## config.mk

```make
export PLATFORM = sky130hd
export DESIGN_NAME = lbpc_dev_flat
export DESIGN_NICKNAME = d
export VERILOG_FILES = /design/src/include/lbpc_pkg.sv /design/src/include/lbpc_link_if.sv /design/src/hw/lbpc_dev.sv /design/src/flat_wrapper.sv
export VERILOG_INCLUDE_DIRS = /design/src /design/src/include
export SDC_FILE = /design/constraint.sdc
export NUM_CORES = 1
export LEC_CHECK = 0
export BUFFER_PORTS_ARGS = -buffer_cell sky130_fd_sc_hd__buf_2
export CAP_MARGIN = 20
export CORE_ASPECT_RATIO = 0.8
export CORE_MARGIN = 3
export CORE_UTILIZATION = 30
export DETAILED_ROUTE_END_ITERATION = 7
export GPL_ROUTABILITY_DRIVEN = 0
export SYNTH_ARGS = -nofsm -noshare
export SYNTH_HDL_FRONTEND = slang
export SYNTH_SLANG_ARGS = --single-unit
```

## constraint.sdc

```tcl
create_clock -name clk_sys -period 1.8 [get_ports clk_sys]
set_input_delay 0.27 -clock clk_sys [delete_from_list [all_inputs] [get_ports clk_sys]]
set_output_delay 0.27 -clock clk_sys [all_outputs]
set_load 0.05 [all_outputs]
```

## src/include/lbpc_defines.svh

```systemverilog
/*
 * timing counts and code limits shared by both ends of the single-wire
 * brightness link. assumes a 100 MHz system clock on both ends.
 */
`ifndef LBPC_DEFINES_SVH
`define LBPC_DEFINES_SVH
`define LBPC_CLK_MHZ 100
`define LBPC_TOFF_US 1000
`define LBPC_TOFF_CYC (`LBPC_TOFF_US * `LBPC_CLK_MHZ)
`define LBPC_TLAT_US 1000
`define LBPC_TLAT_CYC (`LBPC_TLAT_US * `LBPC_CLK_MHZ)
`define LBPC_TACC_US 1000
`define LBPC_TACC_CYC (`LBPC_TACC_US * `LBPC_CLK_MHZ)
`define LBPC_THI_NS 50
`define LBPC_THI_CYC ((`LBPC_THI_NS + 9) / 10)
`define LBPC_TLO_NS 300
`define LBPC_TLO_CYC ((`LBPC_TLO_NS + 9) / 10)
`define LBPC_DIMHI_US 120
`define LBPC_DIMHI_CYC (`LBPC_DIMHI_US * `LBPC_CLK_MHZ)
`define LBPC_MAX_CODE 16
`define LBPC_RAMP_MAX 8'hFF
`endif

```

## src/include/lbpc_pkg.sv

```systemverilog
/*
 * types for the brightness link: boost modes, device states and host states.
 * assumes lbpc_defines.svh supplies the numeric constants.
 */
package lbpc_pkg;
  typedef enum logic [1:0] {LBPC_X1, LBPC_X1P5, LBPC_X2} lbpc_boost_t;
  typedef enum logic [2:0] {LBPC_OFF, LBPC_ACCESS, LBPC_RAMP, LBPC_ON} lbpc_dev_st_t;
  typedef enum logic [2:0] {LBPC_H_IDLE, LBPC_H_WAIT, LBPC_H_HI, LBPC_H_LO, LBPC_H_RST} lbpc_host_st_t;
endpackage

```

## src/include/lbpc_link_if.sv

```systemverilog
/*
 * link between host and device: enable line and dimming gate line.
 * assumes both ends share clk_sys; host drives both wires.
 */
`timescale 1ns/1ns
interface lbpc_link_if;
  logic enable_line;
  logic dimming_gate_input;
  modport host (output enable_line, output dimming_gate_input);
  modport dev (input enable_line, input dimming_gate_input);
endinterface

```

## src/hw/lbpc_dev.sv

```systemverilog
/*
 * device end: counts enable pulses into a current code, runs soft start,
 * boost-mode choice and protection. assumes analog detectors arrive as
 * synchronous levels on clk_sys and the host keeps the power sequence.
 */
`timescale 1ns/1ns
`include "lbpc_defines.svh"
module lbpc_dev
  import lbpc_pkg::*;
#(
  parameter int TOFF_CYC = `LBPC_TOFF_CYC,
  parameter int TACC_CYC = `LBPC_TACC_CYC
) (
  input wire logic clk_sys,
  input wire logic sys_rst,
  lbpc_link_if.dev link,
  input wire logic undervoltage_lockout,
  input wire logic overvoltage_guard,
  input wire logic overtemperature_shutdown,
  input wire logic out_short,
  input wire logic src_no_reg,
  input wire logic boost_down_ok,
  output logic [4:0] level_code,
  output logic led_on,
  output logic internal_led_enable,
  output logic [1:0] boost_mode,
  output logic pump_run,
  output logic current_limit,
  output logic [7:0] ramp_level
);
  typedef struct packed {
    logic [1:0] en_sync;
    logic [1:0] dim_sync;
    logic en_prev;
    lbpc_dev_st_t st;
    logic [4:0] count;
    logic [4:0] code;
    logic [31:0] tmr;
    logic [31:0] low_tmr;
    logic [7:0] ramp;
    lbpc_boost_t boost;
    logic led_on;
    logic int_en;
    logic pump;
    logic ilim;
  } lbpc_dev_state_t;

  lbpc_dev_state_t state_r;
  lbpc_dev_state_t state_nxt;

  logic en_s;
  logic dim_s;
  logic rise;
  logic fault_off;

  // saturating pulse count; edges past the top code are dropped
  function automatic logic [4:0] lbpc_sat_inc(input logic [4:0] cnt);
    if (cnt < 5'(`LBPC_MAX_CODE)) begin
      return cnt + 5'h01;
    end
    return cnt;
  endfunction

  // one ratio step up; the top ratio holds
  function automatic lbpc_boost_t lbpc_boost_up(input lbpc_boost_t cur);
    unique case (cur)
      LBPC_X1: return LBPC_X1P5;
      LBPC_X1P5: return LBPC_X2;
      default: return LBPC_X2;
    endcase
  endfunction

  // one ratio step down; the bottom ratio holds
  function automatic lbpc_boost_t lbpc_boost_down(input lbpc_boost_t cur);
    unique case (cur)
      LBPC_X2: return LBPC_X1P5;
      LBPC_X1P5: return LBPC_X1;
      default: return LBPC_X1;
    endcase
  endfunction

  // two flops per pin; only the second one is read
  assign en_s = state_r.en_sync[1];
  assign dim_s = state_r.dim_sync[1];
  assign rise = en_s & ~state_r.en_prev;
  // pump stops for heat or overvoltage; recovers alone when cleared
  assign fault_off = overtemperature_shutdown | overvoltage_guard;

  always_comb begin
    state_nxt = state_r;
    state_nxt.en_sync = {state_r.en_sync[0], link.enable_line};
    state_nxt.dim_sync = {state_r.dim_sync[0], link.dimming_gate_input};
    state_nxt.en_prev = en_s;
    // limit tracks the short one cycle late and drops once it clears
    state_nxt.ilim = out_short;
    unique case (state_r.st)
      LBPC_OFF: begin
        // counts cleared while off; the next rise opens an access
        state_nxt.tmr = '0;
        state_nxt.count = '0;
        state_nxt.ramp = '0;
        if (rise) begin
          state_nxt.st = LBPC_ACCESS;
          state_nxt.count = 5'h01;
        end
      end
      LBPC_ACCESS: begin
        // access window runs from the first rise, whatever the line does short of a long low
        state_nxt.tmr = state_r.tmr + 32'h1;
        if (rise) begin
          state_nxt.count = lbpc_sat_inc(state_r.count);
        end
        if (state_r.tmr >= 32'(TACC_CYC)) begin
          // steady high leaves count at 1, the maximum current
          state_nxt.code = state_r.count;
          state_nxt.st = LBPC_RAMP;
          state_nxt.tmr = '0;
        end
      end
      LBPC_RAMP: begin
        state_nxt.int_en = 1'b1;
        // ramp pauses while dimming low, stretching rise by duty
        if (dim_s && !fault_off && state_r.ramp != `LBPC_RAMP_MAX) begin
          state_nxt.ramp = state_r.ramp + 8'h01;
        end
        if (state_r.ramp == `LBPC_RAMP_MAX) begin
          state_nxt.st = LBPC_ON;
        end
      end
      LBPC_ON: begin
        // later pulses step the code further toward the dimmest level
        if (rise) begin
          state_nxt.count = lbpc_sat_inc(state_r.count);
          state_nxt.code = lbpc_sat_inc(state_r.count);
        end
      end
      default: state_nxt.st = LBPC_OFF;
    endcase
    // low timer runs apart from the access window, so the gaps
    // between pulses of a long code never add up to a long low
    if (state_r.st != LBPC_OFF) begin
      state_nxt.low_tmr = en_s ? 32'h0 : state_r.low_tmr + 32'h1;
      if (!en_s && state_r.low_tmr >= 32'(TOFF_CYC)) begin
        state_nxt.st = LBPC_OFF;
        state_nxt.int_en = 1'b0;
        state_nxt.code = '0;
        state_nxt.count = '0;
        state_nxt.tmr = '0;
      end
    end else begin
      state_nxt.low_tmr = '0;
    end
    // lowest ratio that still regulates
    if (src_no_reg && state_r.boost != LBPC_X2) begin
      state_nxt.boost = lbpc_boost_up(state_r.boost);
    end else if (!src_no_reg && boost_down_ok && state_r.boost != LBPC_X1) begin
      state_nxt.boost = lbpc_boost_down(state_r.boost);
    end
    // pump follows the internal enable, held off under faults
    state_nxt.pump = state_r.int_en && !fault_off;
    // gating only after ramp is done
    state_nxt.led_on = state_r.int_en && !fault_off &&
      (state_r.st == LBPC_RAMP || dim_s);
    // undervoltage wipes every field, boost ratio included
    if (undervoltage_lockout) begin
      state_nxt = '0;
    end
  end

  always_ff @(posedge clk_sys) begin
    if (sys_rst) begin
      state_r <= '0;
    end else begin
      state_r <= state_nxt;
    end
  end

  // each output read straight from the state register
  assign level_code = state_r.code;
  assign led_on = state_r.led_on;
  assign internal_led_enable = state_r.int_en;
  assign boost_mode = state_r.boost;
  assign pump_run = state_r.pump;
  assign current_limit = state_r.ilim;
  assign ramp_level = state_r.ramp;
endmodule

```

## src/flat_wrapper.sv

```systemverilog
// flat-port wrapper written by rule: the top's interface ports become plain ports
module lbpc_dev_flat import lbpc_pkg::*;
#(
  parameter int TOFF_CYC = `LBPC_TOFF_CYC,
  parameter int TACC_CYC = `LBPC_TACC_CYC
)
  (clk_sys, sys_rst, undervoltage_lockout, overvoltage_guard, overtemperature_shutdown, out_short, src_no_reg, boost_down_ok, level_code, led_on, internal_led_enable, boost_mode, pump_run, current_limit, ramp_level, link_enable_line, link_dimming_gate_input);
  lbpc_link_if link_i ();
  input wire logic clk_sys;
  input wire logic sys_rst;
  input wire logic undervoltage_lockout;
  input wire logic overvoltage_guard;
  input wire logic overtemperature_shutdown;
  input wire logic out_short;
  input wire logic src_no_reg;
  input wire logic boost_down_ok;
  output logic [4:0] level_code;
  output logic led_on;
  output logic internal_led_enable;
  output logic [1:0] boost_mode;
  output logic pump_run;
  output logic current_limit;
  output logic [7:0] ramp_level;
  input wire logic [$bits(link_i.enable_line)-1:0] link_enable_line;
  input wire logic [$bits(link_i.dimming_gate_input)-1:0] link_dimming_gate_input;
  assign link_i.enable_line = link_enable_line;
  assign link_i.dimming_gate_input = link_dimming_gate_input;
  lbpc_dev #(.TOFF_CYC(TOFF_CYC), .TACC_CYC(TACC_CYC)) u_core (.clk_sys(clk_sys), .sys_rst(sys_rst), .link(link_i), .undervoltage_lockout(undervoltage_lockout), .overvoltage_guard(overvoltage_guard), .overtemperature_shutdown(overtemperature_shutdown), .out_short(out_short), .src_no_reg(src_no_reg), .boost_down_ok(boost_down_ok), .level_code(level_code), .led_on(led_on), .internal_led_enable(internal_led_enable), .boost_mode(boost_mode), .pump_run(pump_run), .current_limit(current_limit), .ramp_level(ramp_level));
endmodule
```

==> After elaboration in Yosys (flattened, before gate mapping) <==
Index checks and enable logic that the tools add are counted.
{ "word_totals": {"out_inout_bits": 19, "ff_bits": 96, "input_bits": 10} }
{ "op_classes": {"n_addsub": 4, "bitwise_logic": 4, "eq_ne": 8, "magnitude_cmp": 3, "n_reduce_logical": 21, "muxes": 28} }
{ "op_table": {"columns": ["operator", "n"], "rows": [
  ["45-bit 2-to-1 mux", 2],
  ["32-bit by 1-bit adder with 32-bit output (second input constant)", 2],
  ["32-bit by 17-bit greater-or-equal comparator with 1-bit output (second input constant)", 2],
  ["32-bit case mux with 2 select lines", 1],
  ["37-bit 2-to-1 mux", 1],
  ["5-bit 2-to-1 mux", 4],
  ["8-bit 2-to-1 mux", 2],
  ["8-bit case mux with 2 select lines", 1],
  ["5-bit case mux with 3 select lines", 1],
  ["3-bit case mux with 4 select lines", 1],
  ["10-bit 2-to-1 mux", 1],
  ["5-bit case mux with 2 select lines", 1],
  ["8-bit by 1-bit adder with 8-bit output (second input constant)", 1],
  ["8-bit == test (second input constant)", 1],
  ["1-bit logical AND", 8],
  ["1-bit 2-to-1 mux", 8],
  ["8-bit != test (second input constant)", 1],
  ["3-bit by 2-bit == test with 1-bit output (second input constant)", 2],
  ["2-bit 2-to-1 mux", 3],
  ["3-bit 2-to-1 mux", 2],
  ["2-bit nonzero test", 3],
  ["5-bit by 1-bit adder with 5-bit output (second input constant)", 1],
  ["5-bit < comparator (second input constant)", 1],
  ["4-bit OR reduction", 1],
  ["other kinds (14)", 17]
]} }

==> Logic depth before layout (Yosys ltp) <==
Gate-level depths: netlist (run 1).
{ "logic_depth": {"word_depth": 9, "mapped_depth": 8} }

==> Worst setup path before layout (run 1) <==
Ideal clock, no wire load.
{ "synth_path": {"path_type": "reg2reg", "start": "register u_core.state_r[60] (netlist bit)", "end": "register u_core.state_r[50] (netlist bit)", "slack_ns": 0.002, "path_stages_with_launch": 5, "setup_ns": 0.091, "t_required_ns": 1.709, "arrival_time_ns": 1.707, "n_path_buf": 0, "cell_sequence": "dfxtp_1 or4_4 o211a_4 or3b_1 a311oi_1"} }
{ "synth_between": {"elab_chain_cells": 5} }
{ "synth_lines": {"columns": ["element", "line_no", "text"], "rows": [
  ["from (decl)", "lbpc_dev.sv:48", "lbpc_dev_state_t state_r;"],
  ["from (signal assigned)", "lbpc_dev.sv:174", "state_r <= state_nxt;"],
  ["32-bit by 17-bit greater-or-equal comparator with 1-bit output *", "lbpc_dev.sv:113", "if (state_r.tmr >= 32'(TACC_CYC)) begin"],
  ["37-bit 2-to-1 mux *", "lbpc_dev.sv:113", null],
  ["32-bit case mux with 2 select lines *", "lbpc_dev.sv:96", "unique case (state_r.st)"],
  ["45-bit 2-to-1 mux", "lbpc_dev.sv:143", "if (!en_s && state_r.low_tmr >= 32'(TOFF_CYC)) begin"],
  ["45-bit 2-to-1 mux *", "lbpc_dev.sv:141", "if (state_r.st != LBPC_OFF) begin"]
]} }
Every way passes the cells marked *; elsewhere a longest branch is shown, timed or not.
A chain may end at the register's enable or synchronous reset.

==> Final worst setup path (run 1) <==
{ "layout_path": {"start": "register u_core.state_r[63] (netlist bit)", "end": "register u_core.state_r[54] (netlist bit)"} }
Same word-level chain as after synthesis.

==> results of run 1 <==
## state kept, by name, summed over array words and instances (netlist names)
name and count:
u_core.state_r 75, u_core.ramp_level 8, u_core.level_code 5, u_core.boost_mode 2
u_core.current_limit 1, u_core.dim_s 1, u_core.en_s 1, u_core.internal_led_enable 1
u_core.led_on 1, u_core.pump_run 1
## final cells by class
cell class	instances	area, um^2
Tap cell	210	263
Timing Repair Buffer	90	638
Clock inverter	7	72.6
Inverter	14	52.6
Fill cell	1553	9440
Sequential cell	96	1930
Multi-Input combinational cell	389	2590
Clock buffer	9	225
## per-layer routing
layer / wire length, um / vias up
met5: 0 / -
met4: 216 / 0
met3: 508 / 13
met2: 4980 / 85
met1: 5340 / 1993
li1: - / 2069
## timing repair
item / 4_1_cts / 5_1_grt
cloned: 0 / 1
setup endpoints to repair: 7 / 34
hold buffers: 0 / 0
pin swaps: 8 / 11
hold endpoints to repair: 0 / 0
resized for setup: 2 / 34
setup buffers: 0 / 7
## synthesized netlist by cell type, drive strengths merged, types with 9 or more instances
cell type	count
dfxtp	96
nor2	61
nand2	45
nand3	34
buf	30
nor3	18
a21oi	17
xnor2	17
a31oi	16
nand4	16
xor2	16
nor3b	15
clkbuf	14
inv	14
and2	11
nor4	9
o21ai	9
or4	9
## power groups by stage
stage / registers (mW) / logic [mW] / clock network, mW
after CTS: 2.14 / 0.140 / 1.97
after global routing: 2.14 / 0.158 / 2.06
after detailed placement: 2.19 / 0.140 / 0
final: 2.14 / 0.143 / 1.92
after floorplan: 2.19 / 0.0920 / 0
after global placement: 2.19 / 0.136 / 0
## cells in the final DEF, fill, tap and decap left out, types with 10 or more instances in the layout
cell type  synthesis  routed
dfxtp_1           96      90
nor2_1            61      58
buf_4             18      54
nand2_1           45      45
nand3_1           34      32
buf_2             10      29
xnor2_1           17      17
xor2_1            16      16
a21oi_1           17      16
a31oi_1           16      16
nand4_1           15      15
inv_1             14      14
nor3_1            16      13
nor3b_1           15      13
and2_1            10      10
## per-stage QoR
step | setup WS (ns) | utilization | cell area, um^2 | hold WS [ns]
after floorplan | 0.00244 | - | 4710 | 0.347
final | -0.0419 | 0.379 | 5770 | 0.116
after global placement | -0.0118 | 0.345 | 5250 | 0.409
after CTS | -0.0605 | 0.365 | 5550 | 0.0996
after detailed placement | -0.0574 | 0.345 | 5250 | 0.415
after global routing | -0.123 | 0.379 | 5770 | 0.114
## logic make-up after synthesis
logic type / share of synthesized area
other cells: 0.000795
buf+inv: 0.0738
compound gates: 0.146
xor+xnor: 0.0613
fa+ha+maj: 0.0159
flops: 0.408
mux: 0.00876
simple gates: 0.286
## worst min-delay path by stage
stage / to / cells after the start / start / slack, ns
after floorplan: u_core.boost_mode[0] / 1 / undervoltage_lockout / 0.35
after global placement: u_core.dim_s / 1 / u_core.state_r[92] / 0.41
after detailed placement: u_core.dim_s / 1 / u_core.state_r[92] / 0.42
after CTS: u_core.current_limit / 2 / out_short / 0.1
after global routing: u_core.current_limit / 2 / out_short / 0.11
final: u_core.current_limit / 2 / out_short / 0.12
## worst max-delay path: cells and delay by family, from the launching register on
kind	cells	cell delay, ns
simple gates	4	1.02
flops	1	0.33
compound gates	1	0.26
buf+inv	1	0.15
==> impl_metrics.tcl, run 1 <==
set metrics [dict create \
    io_buffers 28 \
    crit_type "reg -> reg" \
    dr.pass1.iters 4 \
    rsz0062_at_grt "true" \
    p_int_mw 3.26 \
    final.setup.tns_ns -0.0965 \
    swShare 0.224 \
    diodes 0 \
    synth_cells 543 \
    cp_cell_sequence "nor4_4 > nand4_2 > nor3_4 > buf_6 > or3b_1 > a311oi_1" \
    peakVddDrop_mv 0.491 \
    die_y_um 118 \
    htree_num_levels 3 \
    yosysTopAreaCell "dfxtp_1" \
    grt_util_met1 0.171 \
    p_leak_nw 2.01 \
    synth_edf_count 0 \
    arrival_ns 2.10 \
    cts_tree "built" \
    r2r_setup_slack_ns -0.04 \
    async_reset_ff_frac 0 \
    finalSetupViolCount 4 \
    avgSynthCellArea_um2 8.68 \
    top_usage_layer "met2" \
    fp.dieW_um 146 \
    netlist_area_um2 4710 \
    reg2reg_from "u_core.state_r[63]" \
    synth_warnings 0 \
    worstPathRequired_ns 2.06 \
    use_met2 0.193 \
    p_per_area_nw_per_um2 727 \
    cts_buffer_depth 2 \
    clock_sinks 96 \
    cp_slowest_stage_delay_ns 0.34 \
    hold_viol 0 \
    grtUsageMet3 0.0266 \
    clk_latency_ns 0.35 \
    worstReg2RegEnd "u_core.state_r[54]" \
    synth.area.top_cells "dfxtp_1 41%, nor2_1 4.9%, nand3_1 3.6%" \
    fin_cells 815 \
    cts_buffers 9 \
    min_period_ns 1.84 \
    drc_errors 0 \
    endpoint "u_core.state_r[54]" \
    comb_power_share 0.034 \
    fmax_ghz 0.543 \
    wl_per_cell_um 13.6 \
    p_total_mw 4.20 \
    placed_cells 791 \
    grt-ovfl-total 0 \
    io_pins 29 \
    coreArea_um2 15200 \
    root_buffer "clkbuf_16" \
    final_nets 616 \
    cts.clk_slew.worst_paths_ns 0.07 \
    cp-end-kind "flip-flop" \
    syn_to_final_growth_pct 22.4 \
    crit_start "u_core.state_r[63]" \
    seq_area_frac_synth 0.408 \
    fin_crit_sh 1.02 \
    routed-via-count 4160 \
    grt_first_pass_wirelength_um 18200 \
    synth_top_area_frac 0.408 \
    grt_antenna_before_repair 0 \
    via_per_inst 5.10 \
    skew_ns 0.00831 \
    worst_slack_ns -0.0419 \
    hold_path_class "in -> reg" \
    r2r_cells 6 \
    grt_usage 0.127 \
    outcome "complete, but fails checks" \
    antenna_left 0 \
    synthFlopType "dfxtp_1" \
    postSynthNetCount 559 \
    p_clk_frac 0.457 \
    hpwlAfterDp_um 7740 \
    routed_wl_um 11000 \
    synth_cell_type_count 59 \
    die_area_um2 17300 \
    rows 40 \
    drt_iter0_markers 173 \
    p_switching_uw 941 \
    startpoint_type "flip-flop" \
    cap_violations 0 \
    seqPwrFrac 0.509 \
    grt_max_degree 26 \
    slew_violations 0 \
    failed_checks "negative setup slack" \
    crit_fanout 8 \
    ys_ff_latch 96 \
    drive_above_1_share 0.243 \
    cp_slowest_cell "or3b_1" \
    start_util 0.310 \
    first_global_vias 3804 \
]
Power figures use the tool's default switching activity.
==> inputs of run 2 (changes only) <==
--- a/config.mk
+++ b/config.mk
@@ -11,8 +11,10 @@
 export CORE_ASPECT_RATIO = 0.8
 export CORE_MARGIN = 3
 export CORE_UTILIZATION = 30
+export CTS_BUF_LIST = sky130_fd_sc_hd__clkbuf_4 sky130_fd_sc_hd__clkbuf_8
 export DETAILED_ROUTE_END_ITERATION = 7
 export GPL_ROUTABILITY_DRIVEN = 0
+export HOLD_SLACK_MARGIN = 0.03
 export SYNTH_ARGS = -nofsm -noshare
 export SYNTH_HDL_FRONTEND = slang
 export SYNTH_SLANG_ARGS = --single-unit
==> run 2 against run 1 <==
Against the previous run:
- the flow still finishes with violations (negative setup slack)
- non-clock buffer count unchanged
- combinational power about the same
- hold slack worse by 0.023 ns
- routed wire length grew 0.31%
- die area did not move
- clock power shrank 27%
- register-to-register slack lost 0.02 ns
- utilization down 0.39 points
- cell area decreased by 1.0%
- sequential power hardly changed
- largest power group unchanged
- highest routed layer unchanged
==> impl_metrics.tcl, run 2 (same netlist as run 1, synthesis figures left out) <==
set metrics [dict create \
    p_leak_nw 1.97 \
    min_period_ns 1.86 \
    startpoint_type "flip-flop" \
    rsz0062_at_grt "true" \
    die_y_um 118 \
    cts_buffer_depth 2 \
    first_global_vias 3818 \
    routed-via-count 4156 \
    p_per_area_nw_per_um2 646 \
    grt-ovfl-total 0 \
    dpl_cell_area_um2 5250 \
    cts.clk_slew.worst_paths_ns 0.09 \
    skew_ns 0.0129 \
    crit_type "reg -> reg" \
    mostFrequentLayoutCell "dfxtp_1" \
    syn_to_final_growth_pct 21.2 \
    io_buffers 28 \
    hold_viol 0 \
    root_buffer "clkbuf_8" \
    grt_usage 0.125 \
    antenna_left 0 \
    grt_antenna_before_repair 0 \
    dr.pass1.iters 4 \
    clock_sinks 96 \
    comb_power_share 0.039 \
    n_fill_cell 1560 \
    drt_iter0_markers 204 \
    cts_buffers 9 \
    largest_reg_flops 75 \
    drive_above_1_share 0.258 \
    die_area_um2 17300 \
    finalSetupViolCount 4 \
    rows 40 \
    swShare 0.236 \
    final_nets 616 \
    clk_latency_ns 0.37 \
    htree_num_levels 3 \
    hpwlAfterDp_um 7740 \
    peakVddDrop_mv 0.378 \
    largest-register "u_core.state_r" \
    start_util 0.310 \
    fin_crit_sh 1.03 \
    outcome "complete, but fails checks" \
    fin_area_um2 5710 \
    io_pins 29 \
    grt_max_degree 26 \
    p_clk_frac 0.382 \
    fmax_ghz 0.538 \
    failed_checks "negative setup slack" \
    via_per_inst 5.10 \
    wl_per_cell_um 13.6 \
    p_switching_uw 869 \
    grt_first_pass_wirelength_um 18200 \
    hold_path_class "in -> reg" \
    routed_wl_um 11100 \
    p_int_mw 2.82 \
    crit_fanout 8 \
    worst_slack_ns -0.0590 \
    cts_tree "built" \
    worstPathRequired_ns 2.08 \
    cap_violations 0 \
    r2r_setup_slack_ns -0.06 \
    coreArea_um2 15200 \
    p_total_mw 3.69 \
    arrival_ns 2.14 \
    drc_errors 0 \
    seqPwrFrac 0.579 \
    slew_violations 0 \
    mostFrequentLayoutCells "88 x dfxtp_1, 57 x nor2_1, 54 x buf_4" \
    diodes 0 \
    fp.dieW_um 146 \
    cp-end-kind "flip-flop" \
    post-route-util 0.375 \
]
## run 2: critical path, stage by stage (launching register included)
cell and delay [ns]:
dfxtp_1 0.34, nor4_4 0.30, nand4_2 0.18, nor3_4 0.20, buf_6 0.15, or3b_1 0.34
a311oi_1 0.26
## run 2: worst paths after layout
kind,end,cells past startpoint,startpoint
worst min-delay path,u_core.current_limit,2,out_short
worst max-delay path,u_core.state_r[54],6,u_core.state_r[74]
worst min register to register,u_core.dim_s,1,u_core.state_r[92]
worst max register to register,u_core.state_r[54],6,u_core.state_r[74]
## run 2: layout make-up
class                      instances  area, um^2  share of cell area
tap                              210         263              0.0460
timing repair buffer              90         642               0.112
clock buffer                       9         124              0.0217
inverter                          14        52.6             0.00920
sequential                        96        1930               0.338
multi-input combinational        389        2630               0.460
clock inverter                     7        72.6              0.0127
## run 2: power groups by stage
| stage | registers (mW) | clock network, mW | logic [mW] |
|---|---|---|---|
| final | 2.14 | 1.41 | 0.146 |
| after global routing | 2.14 | 1.56 | 0.160 |
| after CTS | 2.14 | 1.46 | 0.140 |
| after detailed placement | 2.19 | 0 | 0.140 |
| after global placement | 2.19 | 0 | 0.136 |
| after floorplan | 2.19 | 0 | 0.0920 |
## run 2: routing by layer
layer	GRT usage	vias to the layer above	routed length, um
met5	0	-	0
met3	0.0269	12	485
met1	0.172	1983	5370
met2	0.192	91	5070
met4	0.0494	0	149
li1	-	2070	-
## run 2: timing repair
| item | 4_1_cts | 5_1_grt |
|---|---|---|
| resized for setup | 3 | 43 |
| hold buffers | 0 | 0 |
| cloned | 0 | 1 |
| buffers inserted | 0 | 7 |
| pin swaps | 8 | 11 |
| endpoints found under the setup margin | 8 | 40 |
## run 2: metrics by stage
step	TNS [ns]	worst slack [ns]	hold WS [ns]	cells
6_report	-0.135	-0.0590	0.0922	815
5_1_grt	-1.22	-0.132	0.0771	815
4_1_cts	-0.182	-0.0665	0.0741	807
3_5_place_dp	-0.174	-0.0574	0.415	791
3_3_place_gp	-0.0118	-0.0118	0.409	791
2_1_floorplan	0	0.00244	0.347	543
==> inputs of run 3 (changes only) <==
--- a/config.mk
+++ b/config.mk
@@ -10,11 +10,14 @@
 export CAP_MARGIN = 20
 export CORE_ASPECT_RATIO = 0.8
 export CORE_MARGIN = 3
-export CORE_UTILIZATION = 30
+export CORE_UTILIZATION = 55
 export CTS_BUF_LIST = sky130_fd_sc_hd__clkbuf_4 sky130_fd_sc_hd__clkbuf_8
 export DETAILED_ROUTE_END_ITERATION = 7
 export GPL_ROUTABILITY_DRIVEN = 0
 export HOLD_SLACK_MARGIN = 0.03
+export MAX_ROUTING_LAYER = met4
+export PLACE_DENSITY = 0.76
+export SLEW_MARGIN = 10
 export SYNTH_ARGS = -nofsm -noshare
 export SYNTH_HDL_FRONTEND = slang
 export SYNTH_SLANG_ARGS = --single-unit
==> run 3 against run 2 <==
Against the previous run:
- the flow still finishes with violations (negative setup slack)
- clock skew is 0.00066 ns lower
- routed wire length is 7.7% higher
- hold slack worse by 0.0067 ns
- first-iteration DRC count is 75% higher
- flip-flop and latch count stayed put
- non-clock buffer count is 6 higher
==> impl_metrics.tcl, run 3 (same netlist as run 1, synthesis figures left out) <==
set metrics [dict create \
    worstReg2RegEnd "u_core.state_r[60]" \
    reg2reg_from "u_core.state_r[74]" \
    cts.clk_slew.worst_paths_ns 0.09 \
    fin_area_um2 5780 \
    cts_buffers 9 \
    grt-ovfl-total 0 \
    mostFrequentLayoutCell "dfxtp_1" \
    routed-via-count 4382 \
    p_per_area_nw_per_um2 639 \
    hold_viol 0 \
    worst_slack_ns -0.234 \
    peakVddDrop_mv 0.603 \
    finalSetupViolCount 21 \
    min_period_ns 2.03 \
    root_buffer "clkbuf_8" \
    grt_util_met1 0.321 \
    drt_iter0_markers 357 \
    seqPwrFrac 0.577 \
    mostFrequentLayoutCells "86 x dfxtp_1, 57 x nor2_1, 55 x buf_4" \
    wl_per_cell_um 16.6 \
    final_nets 622 \
    fp.dieW_um 110 \
    io_pins 29 \
    r2r_cells 5 \
    endpoint "u_core.state_r[60]" \
    fmax_ghz 0.492 \
    cap_violations 0 \
    hold_path_class "in -> reg" \
    fin_crit_sh 1.13 \
    grt_usage 0.239 \
    r2r_setup_slack_ns -0.23 \
    drive_above_1_share 0.288 \
    top_usage_layer "met2" \
    coreArea_um2 8130 \
    startpoint_type "flip-flop" \
    clk_latency_ns 0.38 \
    worstPathRequired_ns 2.06 \
    syn_to_final_growth_pct 22.7 \
    die_y_um 88.8 \
    fin_cells 719 \
    die_area_um2 9730 \
    clock_sinks 96 \
    antenna_left 0 \
    arrival_ns 2.29 \
    crit_start "u_core.state_r[74]" \
    rsz0062_at_grt "true" \
    htree_num_levels 3 \
    use_met2 0.359 \
    cts_buffer_depth 2 \
    io_buffers 28 \
    rows 29 \
    drc_errors 0 \
    placed_cells 686 \
    p_int_mw 2.80 \
    via_per_inst 6.09 \
    cp-end-kind "flip-flop" \
    crit_type "reg -> reg" \
    largest-register "u_core.state_r" \
    first_global_vias 3837 \
    routed_wl_um 11900 \
    diodes 0 \
    grtUsageMet3 0.0532 \
    hpwlAfterDp_um 7380 \
    dr.pass1.iters 5 \
    largest_reg_flops 75 \
    failed_checks "negative setup slack" \
    grt_first_pass_wirelength_um 18000 \
    swShare 0.243 \
    dpl_cell_area_um2 5100 \
    slew_violations 0 \
    n_fill_cell 596 \
    p_clk_frac 0.370 \
    start_util 0.580 \
    grt_max_degree 45 \
    p_leak_nw 2.03 \
    outcome "complete, but fails checks" \
    skew_ns 0.0122 \
    p_switching_uw 899 \
    comb_power_share 0.052 \
    cts_tree "built" \
    grt_antenna_before_repair 0 \
    crit_fanout 8 \
]
## run 3: worst min-delay path by stage
stage / from / end / slack, ns / cells after the start
floorplan: undervoltage_lockout / u_core.boost_mode[0] / 0.35 / 1
finish: out_short / u_core.current_limit / 0.09 / 2
CTS: out_short / u_core.current_limit / 0.07 / 2
detailed placement: u_core.state_r[94] / u_core.en_s / 0.41 / 1
global placement: u_core.state_r[92] / u_core.dim_s / 0.41 / 1
global route: out_short / u_core.current_limit / 0.07 / 2
## run 3: layout make-up
cell class / instances / area, um^2 / area share
repair buffers: 96 / 744 / 0.129
clock buffers: 12 / 159 / 0.0275
flip-flops and latches: 96 / 1940 / 0.335
inverters: 14 / 52.6 / 0.00909
multi-input cells: 389 / 2730 / 0.472
well taps: 108 / 135 / 0.0234
clock inverters: 4 / 26.3 / 0.00454
## run 3: routing by layer
metal	vias up	routed length (um)
met4	0	279
met3	38	885
li1	2084	-
met5	-	0
met2	174	5440
met1	2086	5330
## run 3: per-stage QoR
step | util | setup WS [ns] | power (mW) | TNS (ns) | hold WS [ns]
2_1_floorplan | - | 0.00244 | 2.28 | 0 | 0.347
3_3_place_gp | 0.628 | 0.0106 | 2.32 | 0 | 0.408
3_5_place_dp | 0.628 | -0.0793 | 2.32 | -0.273 | 0.414
4_1_cts | 0.656 | -0.0453 | 3.66 | -0.170 | 0.0721
5_1_grt | 0.712 | -0.340 | 3.83 | -3.87 | 0.0747
6_report | 0.712 | -0.234 | 3.70 | -1.35 | 0.0855
## run 3: power groups by stage
stage	Sequential [mW]	Combinational, mW	Clock [mW]
after floorplan	2.19	0.0920	0
after global placement	2.19	0.132	0
after detailed placement	2.19	0.136	0
after CTS	2.14	0.136	1.38
after global routing	2.14	0.207	1.48
final	2.13	0.194	1.37
## run 3: timing repair
| action | CTS | global route |
|---|---|---|
| setup endpoints to repair | 7 | 47 |
| gates resized for setup | 5 | 70 |
| hold buffers | 0 | 0 |
| setup buffers | 2 | 10 |
| pin swaps | 1 | 26 |
| gates cloned | 0 | 7 |
## run 3: worst max-delay path: stages (launching register included)
cell,delay [ns]
dfxtp_1,0.34
nor4_4,0.33
nand4_2,0.19
nor3_4,0.34
or3b_1,0.41
a311oi_1,0.30
